===== src/pxc_regs.vh =====
// register offsets, field positions, reset values and timing counts of the proximity config bank
`ifndef PXC_REGS_VH
`define PXC_REGS_VH

`define PXC_ADDR_W 8
`define PXC_DATA_W 8

`define PXC_OFS_CH_CFG 8'hAF
`define PXC_OFS_FP_CFG 8'hB0
`define PXC_OFS_OFFSET_LO 8'hB1
`define PXC_OFS_OFFSET_HI 8'hB2
`define PXC_OFS_AVG_LO 8'hB3
`define PXC_OFS_AVG_HI 8'hB4
`define PXC_OFS_BSLN_LO 8'hB5
`define PXC_OFS_BSLN_HI 8'hB6
`define PXC_OFS_IRQ_STATUS 8'hC0
`define PXC_OFS_IRQ_MASK 8'hC1
`define PXC_OFS_RES0_LO 8'hC2
`define PXC_OFS_RES0_HI 8'hC3
`define PXC_OFS_RES1_LO 8'hC4
`define PXC_OFS_RES1_HI 8'hC5

`define PXC_CH_SEL_BIT 7
`define PXC_CH1_HIGH_BIT 3
`define PXC_CH1_LOW_BIT 2
`define PXC_CH0_HIGH_BIT 1
`define PXC_CH0_LOW_BIT 0
`define PXC_SUM_BIT 4
`define PXC_PW_MSB 2
`define PXC_PW_LSB 0

`define PXC_CH_CFG_RST 8'h00
`define PXC_FP_CFG_RST 8'h01
`define PXC_CH_CFG_MASK 8'h8F
`define PXC_FP_CFG_MASK 8'h17
`define PXC_WORD_RST 16'h0000

`define PXC_ST_COND 0
`define PXC_ST_RESULT 1
`define PXC_ST_PULSE 2
`define PXC_ST_W 3

`define PXC_CLK_PERIOD_NS 10
`define PXC_PULSE_BASE_NS 4000
`define PXC_PULSE_BASE_CYC (`PXC_PULSE_BASE_NS / `PXC_CLK_PERIOD_NS)

`endif


===== src/pxc_config_regs.v =====
// proximity engine configuration register bank with result pre-filter, interrupt combine and pulse timer
//
// The address-and-strobe port is this design's own decision.
`timescale 1ns/1ps
`default_nettype none
`include "pxc_regs.vh"

////////////////////////////////////////////////////////////////////////////////

module pxc_config_regs #(
  parameter integer DATA_W = 16,
  parameter integer PULSE_BASE_CYC = `PXC_PULSE_BASE_CYC,
  parameter integer PULSE_CNT_W = 17
) (
  input wire ref_clk,
  input wire rst_b,
  input wire [`PXC_ADDR_W-1:0] reg_addr,
  input wire [`PXC_DATA_W-1:0] reg_wdata,
  input wire reg_wr,
  input wire reg_rd,
  output reg [`PXC_DATA_W-1:0] reg_rdata,
  input wire sample_valid,
  input wire [DATA_W-1:0] raw_channel_zero,
  input wire [DATA_W-1:0] raw_channel_one,
  input wire ch0_low_hit,
  input wire ch0_high_hit,
  input wire ch1_low_hit,
  input wire ch1_high_hit,
  input wire pulse_req,
  output reg [DATA_W-1:0] result_channel_zero,
  output reg [DATA_W-1:0] result_channel_one,
  output reg result_valid,
  output reg [DATA_W-1:0] baseline_sample,
  output reg prox_int_cond,
  output reg emitter_drive,
  output reg [PULSE_CNT_W-1:0] emitter_pulse_cycles,
  output reg [DATA_W-1:0] offset_zero_value,
  output reg [DATA_W-1:0] average_value,
  output reg [DATA_W-1:0] baseline_value,
  output wire irq
);

  ////////////////////////////////////////////////////////////////////////////////
  // helpers

  // saturating add; a sum just past full scale would otherwise wrap to a small value
  function [DATA_W-1:0] sat_add;
    input [DATA_W-1:0] a;
    input [DATA_W-1:0] b;
    reg [DATA_W:0] s;
    begin
      s = {1'b0, a} + {1'b0, b};
      sat_add = s[DATA_W] ? {DATA_W{1'b1}} : s[DATA_W-1:0];
    end
  endfunction

  // 16-bit register written one byte at a time, low byte at the lower offset
  function [DATA_W-1:0] byte_merge;
    input [DATA_W-1:0] cur;
    input hi;
    input [7:0] d;
    begin
      byte_merge = hi ? {d, cur[7:0]} : {cur[DATA_W-1:8], d};
    end
  endfunction

  // a byte write lands in the half picked by the address; any other offset leaves the word alone
  function [DATA_W-1:0] word_write;
    input [DATA_W-1:0] cur;
    input [`PXC_ADDR_W-1:0] addr;
    input [`PXC_ADDR_W-1:0] lo_ofs;
    input [7:0] d;
    begin
      if (addr == lo_ofs) begin
        word_write = byte_merge(cur, 1'b0, d);
      end else if (addr == lo_ofs + 8'h01) begin
        word_write = byte_merge(cur, 1'b1, d);
      end else begin
        word_write = cur;
      end
    end
  endfunction

  // read side of the same split, high half at the upper offset
  function [7:0] byte_pick;
    input [DATA_W-1:0] word;
    input hi;
    begin
      byte_pick = hi ? word[DATA_W-1:8] : word[7:0];
    end
  endfunction

  ////////////////////////////////////////////////////////////////////////////////
  // register storage

  reg [7:0] channel_combine_config_reg;
  reg [7:0] filter_pulse_config_reg;
  reg [`PXC_ST_W-1:0] irq_status_reg;
  reg [`PXC_ST_W-1:0] irq_mask_reg;
  reg [DATA_W-1:0] prev_channel_zero_reg;
  reg [DATA_W-1:0] prev_channel_one_reg;
  reg cond_prev_reg;
  reg [PULSE_CNT_W-1:0] pulse_cnt_reg;

  wire wr_ch_cfg = reg_wr && (reg_addr == `PXC_OFS_CH_CFG);
  wire wr_fp_cfg = reg_wr && (reg_addr == `PXC_OFS_FP_CFG);
  wire wr_status = reg_wr && (reg_addr == `PXC_OFS_IRQ_STATUS);
  wire wr_mask = reg_wr && (reg_addr == `PXC_OFS_IRQ_MASK);

  wire baseline_channel_select = channel_combine_config_reg[`PXC_CH_SEL_BIT];
  wire ch1_high_combine = channel_combine_config_reg[`PXC_CH1_HIGH_BIT];
  wire ch1_low_combine = channel_combine_config_reg[`PXC_CH1_LOW_BIT];
  wire ch0_high_combine = channel_combine_config_reg[`PXC_CH0_HIGH_BIT];
  wire ch0_low_combine = channel_combine_config_reg[`PXC_CH0_LOW_BIT];
  wire dual_integration_sum = filter_pulse_config_reg[`PXC_SUM_BIT];
  wire [2:0] emitter_pulse_width = filter_pulse_config_reg[`PXC_PW_MSB:`PXC_PW_LSB];

  always @(posedge ref_clk) begin
    if (!rst_b) begin
      channel_combine_config_reg <= `PXC_CH_CFG_RST;
      filter_pulse_config_reg <= `PXC_FP_CFG_RST;
    end else begin
      // reserved bits are not stored so they read back as zero
      if (wr_ch_cfg) begin
        channel_combine_config_reg <= reg_wdata & `PXC_CH_CFG_MASK;
      end
      if (wr_fp_cfg) begin
        filter_pulse_config_reg <= reg_wdata & `PXC_FP_CFG_MASK;
      end
    end
  end

  // mask is kept apart from the config bytes; it only gates the interrupt pin
  always @(posedge ref_clk) begin
    if (!rst_b) begin
      irq_mask_reg <= {`PXC_ST_W{1'b0}};
    end else if (wr_mask) begin
      irq_mask_reg <= reg_wdata[`PXC_ST_W-1:0];
    end
  end

  // host-only words: the engine never writes them, so a plain byte merge is enough
  always @(posedge ref_clk) begin
    if (!rst_b) begin
      offset_zero_value <= `PXC_WORD_RST;
      average_value <= `PXC_WORD_RST;
      baseline_value <= `PXC_WORD_RST;
    end else if (reg_wr) begin
      offset_zero_value <= word_write(offset_zero_value, reg_addr, `PXC_OFS_OFFSET_LO, reg_wdata);
      average_value <= word_write(average_value, reg_addr, `PXC_OFS_AVG_LO, reg_wdata);
      baseline_value <= word_write(baseline_value, reg_addr, `PXC_OFS_BSLN_LO, reg_wdata);
    end
  end

  ////////////////////////////////////////////////////////////////////////////////
  // result path

  always @(posedge ref_clk) begin
    if (!rst_b) begin
      prev_channel_zero_reg <= `PXC_WORD_RST;
      prev_channel_one_reg <= `PXC_WORD_RST;
      result_channel_zero <= `PXC_WORD_RST;
      result_channel_one <= `PXC_WORD_RST;
      result_valid <= 1'b0;
    end else begin
      result_valid <= sample_valid;
      if (sample_valid) begin
        // raw history is kept even with the filter off so enabling it sums real data at once
        prev_channel_zero_reg <= raw_channel_zero;
        prev_channel_one_reg <= raw_channel_one;
        if (dual_integration_sum) begin
          result_channel_zero <= sat_add(raw_channel_zero, prev_channel_zero_reg);
          result_channel_one <= sat_add(raw_channel_one, prev_channel_one_reg);
        end else begin
          result_channel_zero <= raw_channel_zero;
          result_channel_one <= raw_channel_one;
        end
      end
    end
  end

  // the baseline tap trails the results by a cycle so it always picks from a settled pair
  always @(posedge ref_clk) begin
    if (!rst_b) begin
      baseline_sample <= `PXC_WORD_RST;
    end else if (result_valid) begin
      baseline_sample <= baseline_channel_select ? result_channel_one : result_channel_zero;
    end
  end

  ////////////////////////////////////////////////////////////////////////////////
  // interrupt condition

  reg [3:0] hit_vec;
  reg [3:0] and_sel;
  reg or_term;
  reg and_term;
  reg cond_next;

  always @* begin
    hit_vec = {ch1_high_hit, ch1_low_hit, ch0_high_hit, ch0_low_hit};
    and_sel[3] = ch1_high_combine;
    and_sel[2] = ch1_low_combine;
    and_sel[1] = ch0_high_combine;
    and_sel[0] = ch0_low_combine;
    or_term = |(hit_vec & ~and_sel);
    and_term = (|and_sel) && ((hit_vec | ~and_sel) == 4'hF);
    cond_next = or_term || and_term;
  end

  always @(posedge ref_clk) begin
    if (!rst_b) begin
      prox_int_cond <= 1'b0;
      cond_prev_reg <= 1'b0;
    end else begin
      // hit flags are only meaningful beside a sample, so the condition is held between samples
      if (sample_valid) begin
        prox_int_cond <= cond_next;
      end
      cond_prev_reg <= prox_int_cond;
    end
  end

  ////////////////////////////////////////////////////////////////////////////////
  // emitter pulse timer

  localparam [1:0] PS_IDLE = 2'b01;
  localparam [1:0] PS_DRIVE = 2'b10;
  localparam [PULSE_CNT_W-1:0] CNT_ONE = {{(PULSE_CNT_W-1){1'b0}}, 1'b1};

  reg [1:0] pulse_state_reg;
  reg [1:0] pulse_state_next;
  reg [PULSE_CNT_W-1:0] pulse_cnt_next;

  wire [PULSE_CNT_W-1:0] pulse_len = PULSE_BASE_CYC[PULSE_CNT_W-1:0] << emitter_pulse_width;
  wire pulse_done = pulse_state_reg[1] && (pulse_cnt_reg == CNT_ONE);

  always @* begin
    pulse_state_next = pulse_state_reg;
    pulse_cnt_next = pulse_cnt_reg;
    case (pulse_state_reg)
      PS_IDLE: begin
        // the length is latched here, so a code change mid-pulse only shapes the next pulse
        if (pulse_req) begin
          pulse_state_next = PS_DRIVE;
          pulse_cnt_next = pulse_len;
        end
      end
      PS_DRIVE: begin
        // a request during a running pulse is dropped, not queued
        pulse_cnt_next = pulse_cnt_reg - CNT_ONE;
        if (pulse_done) begin
          pulse_state_next = PS_IDLE;
        end
      end
      default: begin
        pulse_state_next = PS_IDLE;
        pulse_cnt_next = {PULSE_CNT_W{1'b0}};
      end
    endcase
  end

  always @(posedge ref_clk) begin
    if (!rst_b) begin
      pulse_state_reg <= PS_IDLE;
      pulse_cnt_reg <= {PULSE_CNT_W{1'b0}};
      emitter_drive <= 1'b0;
      emitter_pulse_cycles <= {PULSE_CNT_W{1'b0}};
    end else begin
      pulse_state_reg <= pulse_state_next;
      pulse_cnt_reg <= pulse_cnt_next;
      emitter_drive <= pulse_state_next[1];
      emitter_pulse_cycles <= pulse_len;
    end
  end

  ////////////////////////////////////////////////////////////////////////////////
  // interrupt status, set wins over write-one clear

  reg [`PXC_ST_W-1:0] st_set;

  always @* begin
    st_set = {`PXC_ST_W{1'b0}};
    // the condition reports its rising edge only, so a held condition is one event
    st_set[`PXC_ST_COND] = prox_int_cond & ~cond_prev_reg;
    st_set[`PXC_ST_RESULT] = result_valid;
    st_set[`PXC_ST_PULSE] = pulse_done;
  end

  wire [`PXC_ST_W-1:0] st_clr = wr_status ? reg_wdata[`PXC_ST_W-1:0] : {`PXC_ST_W{1'b0}};

  always @(posedge ref_clk) begin
    if (!rst_b) begin
      irq_status_reg <= {`PXC_ST_W{1'b0}};
    end else begin
      irq_status_reg <= (irq_status_reg & ~st_clr) | st_set;
    end
  end

  assign irq = |(irq_status_reg & irq_mask_reg);

  ////////////////////////////////////////////////////////////////////////////////
  // read port, data in the cycle after the strobe only

  reg [7:0] rd_mux;

  always @* begin
    case (reg_addr)
      `PXC_OFS_CH_CFG: rd_mux = channel_combine_config_reg;
      `PXC_OFS_FP_CFG: rd_mux = filter_pulse_config_reg;
      `PXC_OFS_OFFSET_LO: rd_mux = byte_pick(offset_zero_value, 1'b0);
      `PXC_OFS_OFFSET_HI: rd_mux = byte_pick(offset_zero_value, 1'b1);
      `PXC_OFS_AVG_LO: rd_mux = byte_pick(average_value, 1'b0);
      `PXC_OFS_AVG_HI: rd_mux = byte_pick(average_value, 1'b1);
      `PXC_OFS_BSLN_LO: rd_mux = byte_pick(baseline_value, 1'b0);
      `PXC_OFS_BSLN_HI: rd_mux = byte_pick(baseline_value, 1'b1);
      `PXC_OFS_IRQ_STATUS: rd_mux = {{(8-`PXC_ST_W){1'b0}}, irq_status_reg};
      `PXC_OFS_IRQ_MASK: rd_mux = {{(8-`PXC_ST_W){1'b0}}, irq_mask_reg};
      `PXC_OFS_RES0_LO: rd_mux = byte_pick(result_channel_zero, 1'b0);
      `PXC_OFS_RES0_HI: rd_mux = byte_pick(result_channel_zero, 1'b1);
      `PXC_OFS_RES1_LO: rd_mux = byte_pick(result_channel_one, 1'b0);
      `PXC_OFS_RES1_HI: rd_mux = byte_pick(result_channel_one, 1'b1);
      default: rd_mux = 8'h00;
    endcase
  end

  always @(posedge ref_clk) begin
    if (!rst_b) begin
      reg_rdata <= 8'h00;
    end else begin
      reg_rdata <= reg_rd ? rd_mux : 8'h00;
    end
  end

endmodule

`default_nettype wire


===== config.mk =====
export PLATFORM = sky130hd
export DESIGN_NAME = pxc_config_regs
export DESIGN_NICKNAME = d
export VERILOG_FILES = /design/src/pxc_config_regs.v
export VERILOG_INCLUDE_DIRS = /design/src
export SDC_FILE = /design/constraint.sdc
export NUM_CORES = 1
export LEC_CHECK = 0
export BUFFER_PORTS_ARGS = -buffer_cell sky130_fd_sc_hd__buf_4
export CORE_ASPECT_RATIO = 0.5
export CORE_UTILIZATION = 33
export CTS_CLUSTER_DIAMETER = 30
export DETAILED_ROUTE_END_ITERATION = 12
export GPL_ROUTABILITY_DRIVEN = 0
export PLACE_DENSITY = 0.6
export SLEW_MARGIN = 20
export SYNTH_ARGS = -nofsm -noshare
export SYNTH_HDL_FRONTEND = slang
export SYNTH_SLANG_ARGS = --single-unit
export TNS_END_PERCENT = 1

===== constraint.sdc =====
create_clock -name ref_clk -period 4.6 [get_ports ref_clk]
set_clock_uncertainty 0.1 [all_clocks]
set_input_delay 0.23 -clock ref_clk [delete_from_list [all_inputs] [get_ports ref_clk]]
set_output_delay 0.23 -clock ref_clk [all_outputs]
set_load 0.02 [all_outputs]

==> flow_summary.toml, run 1 <==
[floorplanning]
start_util_pct = 34.3
die_width_um = 250
die_area_um2 = 31500
die_h_um = 126
row_count = 44
coreArea_um2 = 29600
pin_count = 183

[clocking]
cts.htree.levels = 4
cts_root_buf = "clkbuf_16"
cts_buffer_depth = 2
cts_made_buffers = 17
cts_tree = "built"
clk_latency_ns = 0.44
clk_pin_slew_worst_paths_ns = 0.07
clkSinkCount = 185
post_cts_buffers = 0

[setup_path]
critPathMaxFanout = 12
critPathArrivalTime_ns = 3.24
worst-setup-path-type = "input port to flop"
worstSetupStartpointType = "input port"
r2r_slack_ns = 1.77
required_ns = 4.83
crit_path_end_kind = "flop"

[route]
drc = 0
first_pass_iters = 5
wl_per_cell_um = 19.0
wl_mm = 32.9
via_count = 9392
ant_nets = 0
avgViaCountPerCell = 5.43
drt_iter0_markers = 896

[synth]
yosysUniqueCellTypes = 76
yosys_register_bits = 185
async_reset_ff_share_pct = 0
syn_area_per_cell_um2 = 8.75
synth_cells = 1160
syn_area_um2 = 10100
yosysSeqAreaShare_pct = 36.5
synth_edf_count = 0
synth_ff_type = "dfxtp_1"
yosysWarnings = 0

[timing]
drv_slew = 0
setup_tns_ns = 0
clock.fmax_mhz = 333
final-setup-viol-count = 0
rsz0062_at_grt = "no"
worst_pin_slew_ns = 1.04
finalWorstSetupSlack_ns = 1.59
slew_headroom_pct = 30.8
post-route-period-util_pct = 65.4
period_needed_ns = 3.01
hold_viol_final = 0

[global_route]
grt_max_degree = 73
grt_pass1_wl_mm = 51.2
antenna_found_initial = 2
grt_overflow = 0
first_global_vias = 8932
grt_usage_pct = 20.7

[final_layout]
nets = 1424
drive_gt1_share_pct = 17.8
largest_register_ffs = 17
fillers = 2910
layout_common_cells = "184 x dfxtp_1, 181 x buf_4, 154 x nand2_1"
mostFrequentLayoutCell = "dfxtp_1"
syn_to_final_growth_pct = 24.7

[placed_design]
pre_cts_ws_ns = 1.76
io_buffers = 177
hpwl_mm = 23.8

[pwr]
p_leak_uw = 0.00552
p_per_area_nw_per_um2 = 312
vdd_drop_max_uv = 268

[hold_path]
hp-class = "input port to flop"

[run]
drv_cap = 0

[status]
outcome = "completed"
-- cell families after synthesis --
| group | share of synthesized area [%] |
|---|---|
| mux | 12.1 |
| simple gates | 20.8 |
| other cells | 0.0370 |
| xor+xnor | 1.90 |
| buf+inv | 3.84 |
| fa+ha+maj | 5.43 |
| flops | 36.5 |
| compound gates | 19.4 |
-- metrics by stage --
step                hold WS [ns]  power [uW]  cell area (um2)  std cells  utilization [%]
global route              0.0127        4130            12600       1730             42.7
finish                    0.0120        3950            12600       1730             42.7
CTS                      0.00223        3970            12600       1728             42.7
global placement           0.365        2410            11700       1662             39.5
floorplan                  0.277        2190            10200       1164                -
detailed placement         0.371        2420            11700       1662             39.5
-- worst max-delay path, cell delays in order --
cell,delay (ns)
dlygate4sd3_1,0.54
buf_4,0.15
ha_1,0.24
fa_1,0.44
a211oi_1,0.30
o21ai_1,0.19
o21ai_1,0.34
a21oi_1,0.38
a311oi_1,0.35
nor2_1,0.07
-- report_power, final --
| part | switching (uW) | leakage, uW | internal [uW] | total, uW |
|---|---|---|---|---|
| Sequential | 73.8 | 0.00151 | 1660 | 1740 |
| Clock | 696 | 0.000291 | 832 | 1530 |
| Combinational | 393 | 0.00371 | 293 | 686 |
| Total | 1160 | 0.00552 | 2790 | 3950 |
-- per-layer routing --
| layer | share of wire (%) | vias to the layer above | global-route usage [%] | routed length, um |
|---|---|---|---|---|
| met5 | 0 | - | 0 | 0 |
| met2 | 47 | 270 | 33.9 | 15600 |
| li1 | - | 4526 | - | - |
| met4 | 3.1 | 0 | 8.99 | 1030 |
| met3 | 4.3 | 53 | 2.89 | 1430 |
| met1 | 45 | 4543 | 27.2 | 14900 |
-- cells in the mapped netlist, types with 8 or more instances --
master / number / share of area [%]
dfxtp_1: 185 / 37
nand2_1: 154 / 5.7
mux2i_1: 106 / 10
nor2b_1: 91 / 5.6
nor2_1: 68 / 2.5
a21oi_1: 58 / 2.9
clkbuf_1: 52 / 1.9
o21ai_0: 42 / 2.1
ha_1: 40 / 4.9
a21boi_0: 27 / 2.0
nand3_1: 23 / 1.1
o221ai_1: 23 / 2.0
inv_1: 20 / 0.74
o211a_1: 17 / 1.7
xnor2_1: 15 / 1.3
a211oi_1: 13 / 0.96
a21o_1: 12 / 0.89
a31oi_1: 12 / 0.74
nand4_1: 12 / 0.74
a22oi_1: 11 / 0.81
and2_1: 11 / 0.68
buf_2: 11 / 0.54
nor3_1: 10 / 0.49
o21a_1: 9 / 0.67
nand3b_1: 8 / 0.59
-- timing repair --
item	in CTS	in global routing
gates resized for setup	0	0
hold endpoints to repair	50	0
hold buffers	34	0
-- layout make-up --
class                           count  area, um2  area share (%)
Tap cell                          391        489            3.87
Multi-Input combinational cell    885       6070            48.0
Clock inverter                     14        161            1.28
Inverter                           20       75.1           0.594
Timing Repair Buffer              215       1700            13.4
Clock buffer                       18        439            3.47
Sequential cell                   185       3700            29.3
Antenna cell                        2       5.00          0.0396
-- path summary, 6_finish.rpt --
kind | start | to | cells after the start
hold reg to reg | baseline_value[15]$_SDFFE_PN0P_ | baseline_value[15]$_SDFFE_PN0P_ | 2
setup reg to reg | prev_channel_one_reg[0]$_SDFFE_PN0P_ | result_channel_one[14]$_SDFFE_PN0P_ | 8
setup / recovery | raw_channel_one[0] | result_channel_one[14]$_SDFFE_PN0P_ | 10
hold / removal | raw_channel_one[7] | prev_channel_one_reg[7]$_SDFFE_PN0P_ | 3
Power figures use the tool's default switching activity.
==> run 2: changes to the inputs <==
Settings changed: PLACE_DENSITY 0.6 to 0.62.
Clock period 4.6 ns to 2.7 ns, I/O delays scaled along.
==> run 2 against run 1 <==
Flip-flop and latch count unchanged. Cell count is 2.1% higher. Clock-buffer cell count up 1. Critical path type unchanged.
==> flow_summary.toml, run 2 (synthesized netlist as in run 1, its figures left out) <==
[clocking]
post_cts_buffers = 0
clkSinkCount = 185
clk_latency_ns = 0.46
cts_made_buffers = 17
cts.htree.levels = 4
cts_tree = "built"
cts_buffer_depth = 2
clk_pin_slew_worst_paths_ns = 0.07
cts_root_buf = "clkbuf_16"

[placed_design]
hpwl_mm = 24.7
dp.cells = 1687
pre_cts_ws_ns = 0.163
io_buffers = 177

[pwr]
p_leak_uw = 0.00570
pwr-share-clk_pct = 38.9
switching_share_pct = 29.0
p_per_area_nw_per_um2 = 526
combPwrFrac_pct = 17.8
seqPwrFrac_pct = 43.3
power.internal_uw = 4850
vdd_drop_max_uv = 344
p_switching_uw = 1980

[global_route]
first_global_vias = 9137
antenna_found_initial = 0
grt_max_degree = 55
grt_pass1_wl_mm = 51.8
grt_usage_pct = 21.0
grt_overflow = 0

[route]
wl_mm = 33.7
drt_iter0_markers = 785
wl_per_cell_um = 19.1
via_count = 9706
ant_nets = 0
first_pass_iters = 7
avgViaCountPerCell = 5.49
drc = 0

[final_layout]
layout_common_cells = "206 x buf_4, 185 x dfxtp_1, 154 x nand2_1"
ff_latch_area_um2 = 3700
multi_input_area_um2 = 6090
nets = 1463
drive_gt1_share_pct = 19.1
largest_register_ffs = 17
antenna-diode-count = 0
mostFrequentLayoutCell = "buf_4"
final_cells = 1767
syn_to_final_growth_pct = 28.1
fillers = 2860
utilization_pct = 43.9

[run]
drv_cap = 0

[setup_path]
worstSetupStartpointType = "input port"
crit_path_end_kind = "flop"
critPathArrivalTime_ns = 2.82
worstReg2RegStart = "prev_channel_one_reg[0]$_SDFFE_PN0P_"
crit_slowest_cell = "dlygate4sd3_1"
worstPathCellList = "dlygate4sd3_1 -> buf_4 -> ha_1 -> fa_1 -> a211oi_1 -> o21ai_1 -> o21ai_2 -> nand2b_1 -> or3_1 -> a32o_1"
rr_worst_depth = 8
r2r_slack_ns = 0.20
max_stage_delay_ns = 0.55
required_ns = 2.95
worstReg2RegEnd = "result_channel_one[12]$_SDFFE_PN0P_"
critPathTopFamily = "compound AO/OA/AOI/OAI gates"
cp_num_buf_inv = 2
critPathMaxFanout = 3
worst-setup-path-type = "input port to flop"

[timing]
worst_pin_slew_ns = 0.774
finalWorstSetupSlack_ns = 0.129
slew_headroom_pct = 48.3
period_needed_ns = 2.57
drv_slew = 0
final-setup-viol-count = 0
rsz0062_at_grt = "no"
post-route-period-util_pct = 95.2
setup_tns_ns = 0
hold_viol_final = 0
clock.fmax_mhz = 389

[floorplanning]
pin_count = 183
row_count = 44
start_util_pct = 34.3
die_width_um = 250
die_h_um = 126
coreArea_um2 = 29600
die_area_um2 = 31500

[hold_path]
hp-class = "input port to flop"
worstHoldStart = "ch1_low_hit"
whs_endpoint = "prox_int_cond$_SDFFE_PN0P_"
hold-path-cell-count = 4

[status]
outcome = "completed"
[run 2: worst reg2reg max path, delay by kind of cell, from the launching register on]
| family | cells | cell delay [ns] |
|---|---|---|
| AOI/OAI and AO/OA | 4 | 0.91 |
| adders and majority gates | 2 | 0.65 |
| and+or+nand+nor | 2 | 0.41 |
| DFF | 1 | 0.32 |
[run 2: worst max-delay path by stage]
stage / startpoint / endpoint / slack (ns) / depth (start not counted)
4_1_cts: raw_channel_zero[0] / result_channel_zero[14]$_SDFFE_PN0P_ / 0.09 / 10
3_3_place_gp: prev_channel_zero_reg[0]$_SDFFE_PN0P_ / result_channel_zero[14]$_SDFFE_PN0P_ / 0.24 / 8
3_5_place_dp: prev_channel_zero_reg[0]$_SDFFE_PN0P_ / result_channel_zero[14]$_SDFFE_PN0P_ / 0.16 / 8
5_1_grt: raw_channel_one[0] / result_channel_one[2]$_SDFFE_PN0P_ / 0.03 / 11
2_1_floorplan: prev_channel_one_reg[0]$_SDFFE_PN0P_ / result_channel_one[12]$_SDFFE_PN0P_ / 0.28 / 8
6_report: raw_channel_one[0] / result_channel_one[12]$_SDFFE_PN0P_ / 0.13 / 10
[run 2: metrics by stage]
stage	total power (uW)	hold slack (ns)	instance area, um2
after global placement	4130	0.320	11900
after CTS	6840	0.00972	13000
after global routing	7080	0.0574	13000
final	6830	0.0154	13000
after detailed placement	4150	0.324	11900
after floorplan	3740	0.182	10200
[run 2: per-layer routing]
metal,share of wire (%),global-route usage [%],vias to the layer above,wire (um)
met5,0,0,-,0
met4,2.9,7.69,0,981
met3,4.5,3.51,70,1500
met2,49,35.9,302,16400
met1,44,26.6,4741,14700
li1,-,-,4593,-
[run 2: power groups by stage]
stage / clock (uW) / combinational [uW] / sequential (uW)
final: 2660 / 1210 / 2960
after global routing: 2800 / 1320 / 2970
after detailed placement: 0 / 1130 / 3020
after global placement: 0 / 1120 / 3010
after floorplan: 0 / 713 / 3020
after CTS: 2680 / 1200 / 2960
[run 2: layout make-up]
class	instances	share of cell area, %
multi-input cells	885	46.9
flip-flops and latches	185	28.5
repair buffers	254	15.6
well taps	391	3.76
clock buffers	19	3.41
clock inverters	13	1.31
inverters	20	0.578
[run 2: what timing repair did]
action                                  in CTS  in global routing
endpoints found under the hold margin      127                  0
endpoints found under the setup margin       0                 18
gates resized for setup                      0                  5
hold buffers                                48                  0
==> run 3: changes to the inputs <==
Settings changed: CORE_UTILIZATION 33 to 43, PLACE_DENSITY 0.62 to 0.72.
Clock period 2.7 ns to 2.8 ns, I/O delays scaled along.
==> run 3 against run 2 <==
Flip-flop and latch count did not move. Cell count fell by 5.1%. Critical path depth did not move. Setup slack got worse by 0.064 ns. Sequential power fell by 4%. Clock-buffer cell count fell by 2. Total power fell by 4.3%. Critical path type unchanged. Largest cell class unchanged.
==> flow_summary.toml, run 3 (synthesized netlist as in run 1, its figures left out) <==
[final_layout]
antenna-diode-count = 0
nets = 1457
syn_to_final_growth_pct = 26.5
mostFrequentLayoutCell = "buf_4"
drive_gt1_share_pct = 18.9
layout_common_cells = "202 x buf_4, 185 x dfxtp_1, 154 x nand2_1"
largest_register_ffs = 17

[placed_design]
pre_cts_ws_ns = 0.171
io_buffers = 177
hpwl_mm = 23.3

[global_route]
grt_max_degree = 53
use_met1_pct = 36.7
grt_pass1_wl_mm = 50.8
grt_usage_pct = 26.9
grt_overflow = 0
antenna_found_initial = 0
grt_use_met3_pct = 4.66
grt_use_met2_pct = 42.8
busiest_layer = "met2"
first_global_vias = 9111

[pwr]
combPwrFrac_pct = 17.9
vdd_drop_max_uv = 392
power.internal_uw = 4590
p_leak_uw = 0.00568
pwr-share-clk_pct = 38.6
p_per_area_nw_per_um2 = 510
switching_share_pct = 29.8
seqPwrFrac_pct = 43.5
p_switching_uw = 1950

[clocking]
cts_made_buffers = 17
clk_pin_slew_worst_paths_ns = 0.07
cts_buffer_depth = 2
cts_root_buf = "clkbuf_16"
post_cts_buffers = 0
cts_tree = "built"
clkSinkCount = 185
cts.htree.levels = 4
clk_latency_ns = 0.45

[floorplanning]
coreArea_um2 = 23000
die_width_um = 219
die_area_um2 = 24200
start_util_pct = 44.1
row_count = 39
pin_count = 183
die_h_um = 111

[setup_path]
crit_path_end_kind = "flop"
critPathMaxFanout = 4
worst-setup-path-type = "input port to flop"
critPathArrivalTime_ns = 2.97
required_ns = 3.04
worstSetupStartpointType = "input port"

[timing]
finalWorstSetupSlack_ns = 0.0652
final-setup-viol-count = 0
drv_slew = 0
post-route-period-util_pct = 97.7
clock.fmax_mhz = 366
worst_pin_slew_ns = 0.873
hold_viol_final = 0
slew_headroom_pct = 41.7
whs_ns = 0.0753
period_needed_ns = 2.73

[hold_path]
hp-class = "input port to flop"

[route]
wl_per_cell_um = 19.3
ant_nets = 0
drc = 0
wl_mm = 32.4
first_pass_iters = 6
drt_iter0_markers = 1144
avgViaCountPerCell = 5.79
via_count = 9708

[status]
outcome = "completed"

[run]
drv_cap = 0
-- run 3: what timing repair did --
item,CTS,global route
setup endpoints to repair,0,14
hold buffers,46,0
endpoints found under the hold margin,121,0
resized for setup,0,4
-- run 3: worst max-delay path, cell delays in order --
cell and delay (ns):
dlygate4sd3_1 0.55, buf_4 0.15, ha_1 0.24, fa_1 0.44, a211oi_1 0.40, o21ai_2 0.18, o21ai_2 0.21, nand2b_1 0.09
or3_1 0.32, a32o_1 0.26
-- run 3: per-stage QoR --
| step | area [um2] | total power, uW | setup TNS, ns | instances | util [%] |
|---|---|---|---|---|---|
| after floorplan | 10200 | 3600 | 0 | 1164 | - |
| after global placement | 11700 | 3960 | 0 | 1599 | 51.1 |
| after detailed placement | 11700 | 3990 | 0 | 1599 | 51.1 |
| after CTS | 12800 | 6540 | 0 | 1677 | 55.8 |
| after global routing | 12800 | 6790 | -0.0161 | 1677 | 55.8 |
| final | 12800 | 6540 | 0 | 1677 | 55.8 |
-- run 3: area by class of cell --
class | instances | area, um2
Clock buffer | 17 | 425
Clock inverter | 15 | 183
Fill cell | 2016 | 10100
Inverter | 20 | 75.1
Multi-Input combinational cell | 885 | 6090
Sequential cell | 185 | 3700
Tap cell | 307 | 384
Timing Repair Buffer | 248 | 1980
-- run 3: worst paths after layout --
kind | end | cells past startpoint | slack [ns] | start
setup / recovery | result_channel_one[12]$_SDFFE_PN0P_ | 10 | 0.07 | raw_channel_one[0]
hold / removal | prox_int_cond$_SDFFE_PN0P_ | 4 | 0.08 | ch1_low_hit
setup reg to reg | result_channel_one[12]$_SDFFE_PN0P_ | 8 | 0.14 | prev_channel_one_reg[0]$_SDFFE_PN0P_
hold reg to reg | baseline_sample[5]$_SDFFE_PN0P_ | 1 | 0.38 | baseline_sample[5]$_SDFFE_PN0P_
-- run 3: per-layer routing --
layer | share of wire, % | vias to the layer above
met5 | 0 | -
met4 | 2.8 | 0
met3 | 6.1 | 62
met2 | 47 | 376
met1 | 44 | 4692
li1 | - | 4578
-- run 3: power by group through the flow --
stage	registers (uW)	logic, uW	clock network (uW)
3_3_place_gp	2900	1070	0
4_1_cts	2840	1150	2540
3_5_place_dp	2900	1080	0
6_report	2850	1170	2520
5_1_grt	2860	1270	2660
2_1_floorplan	2920	688	0
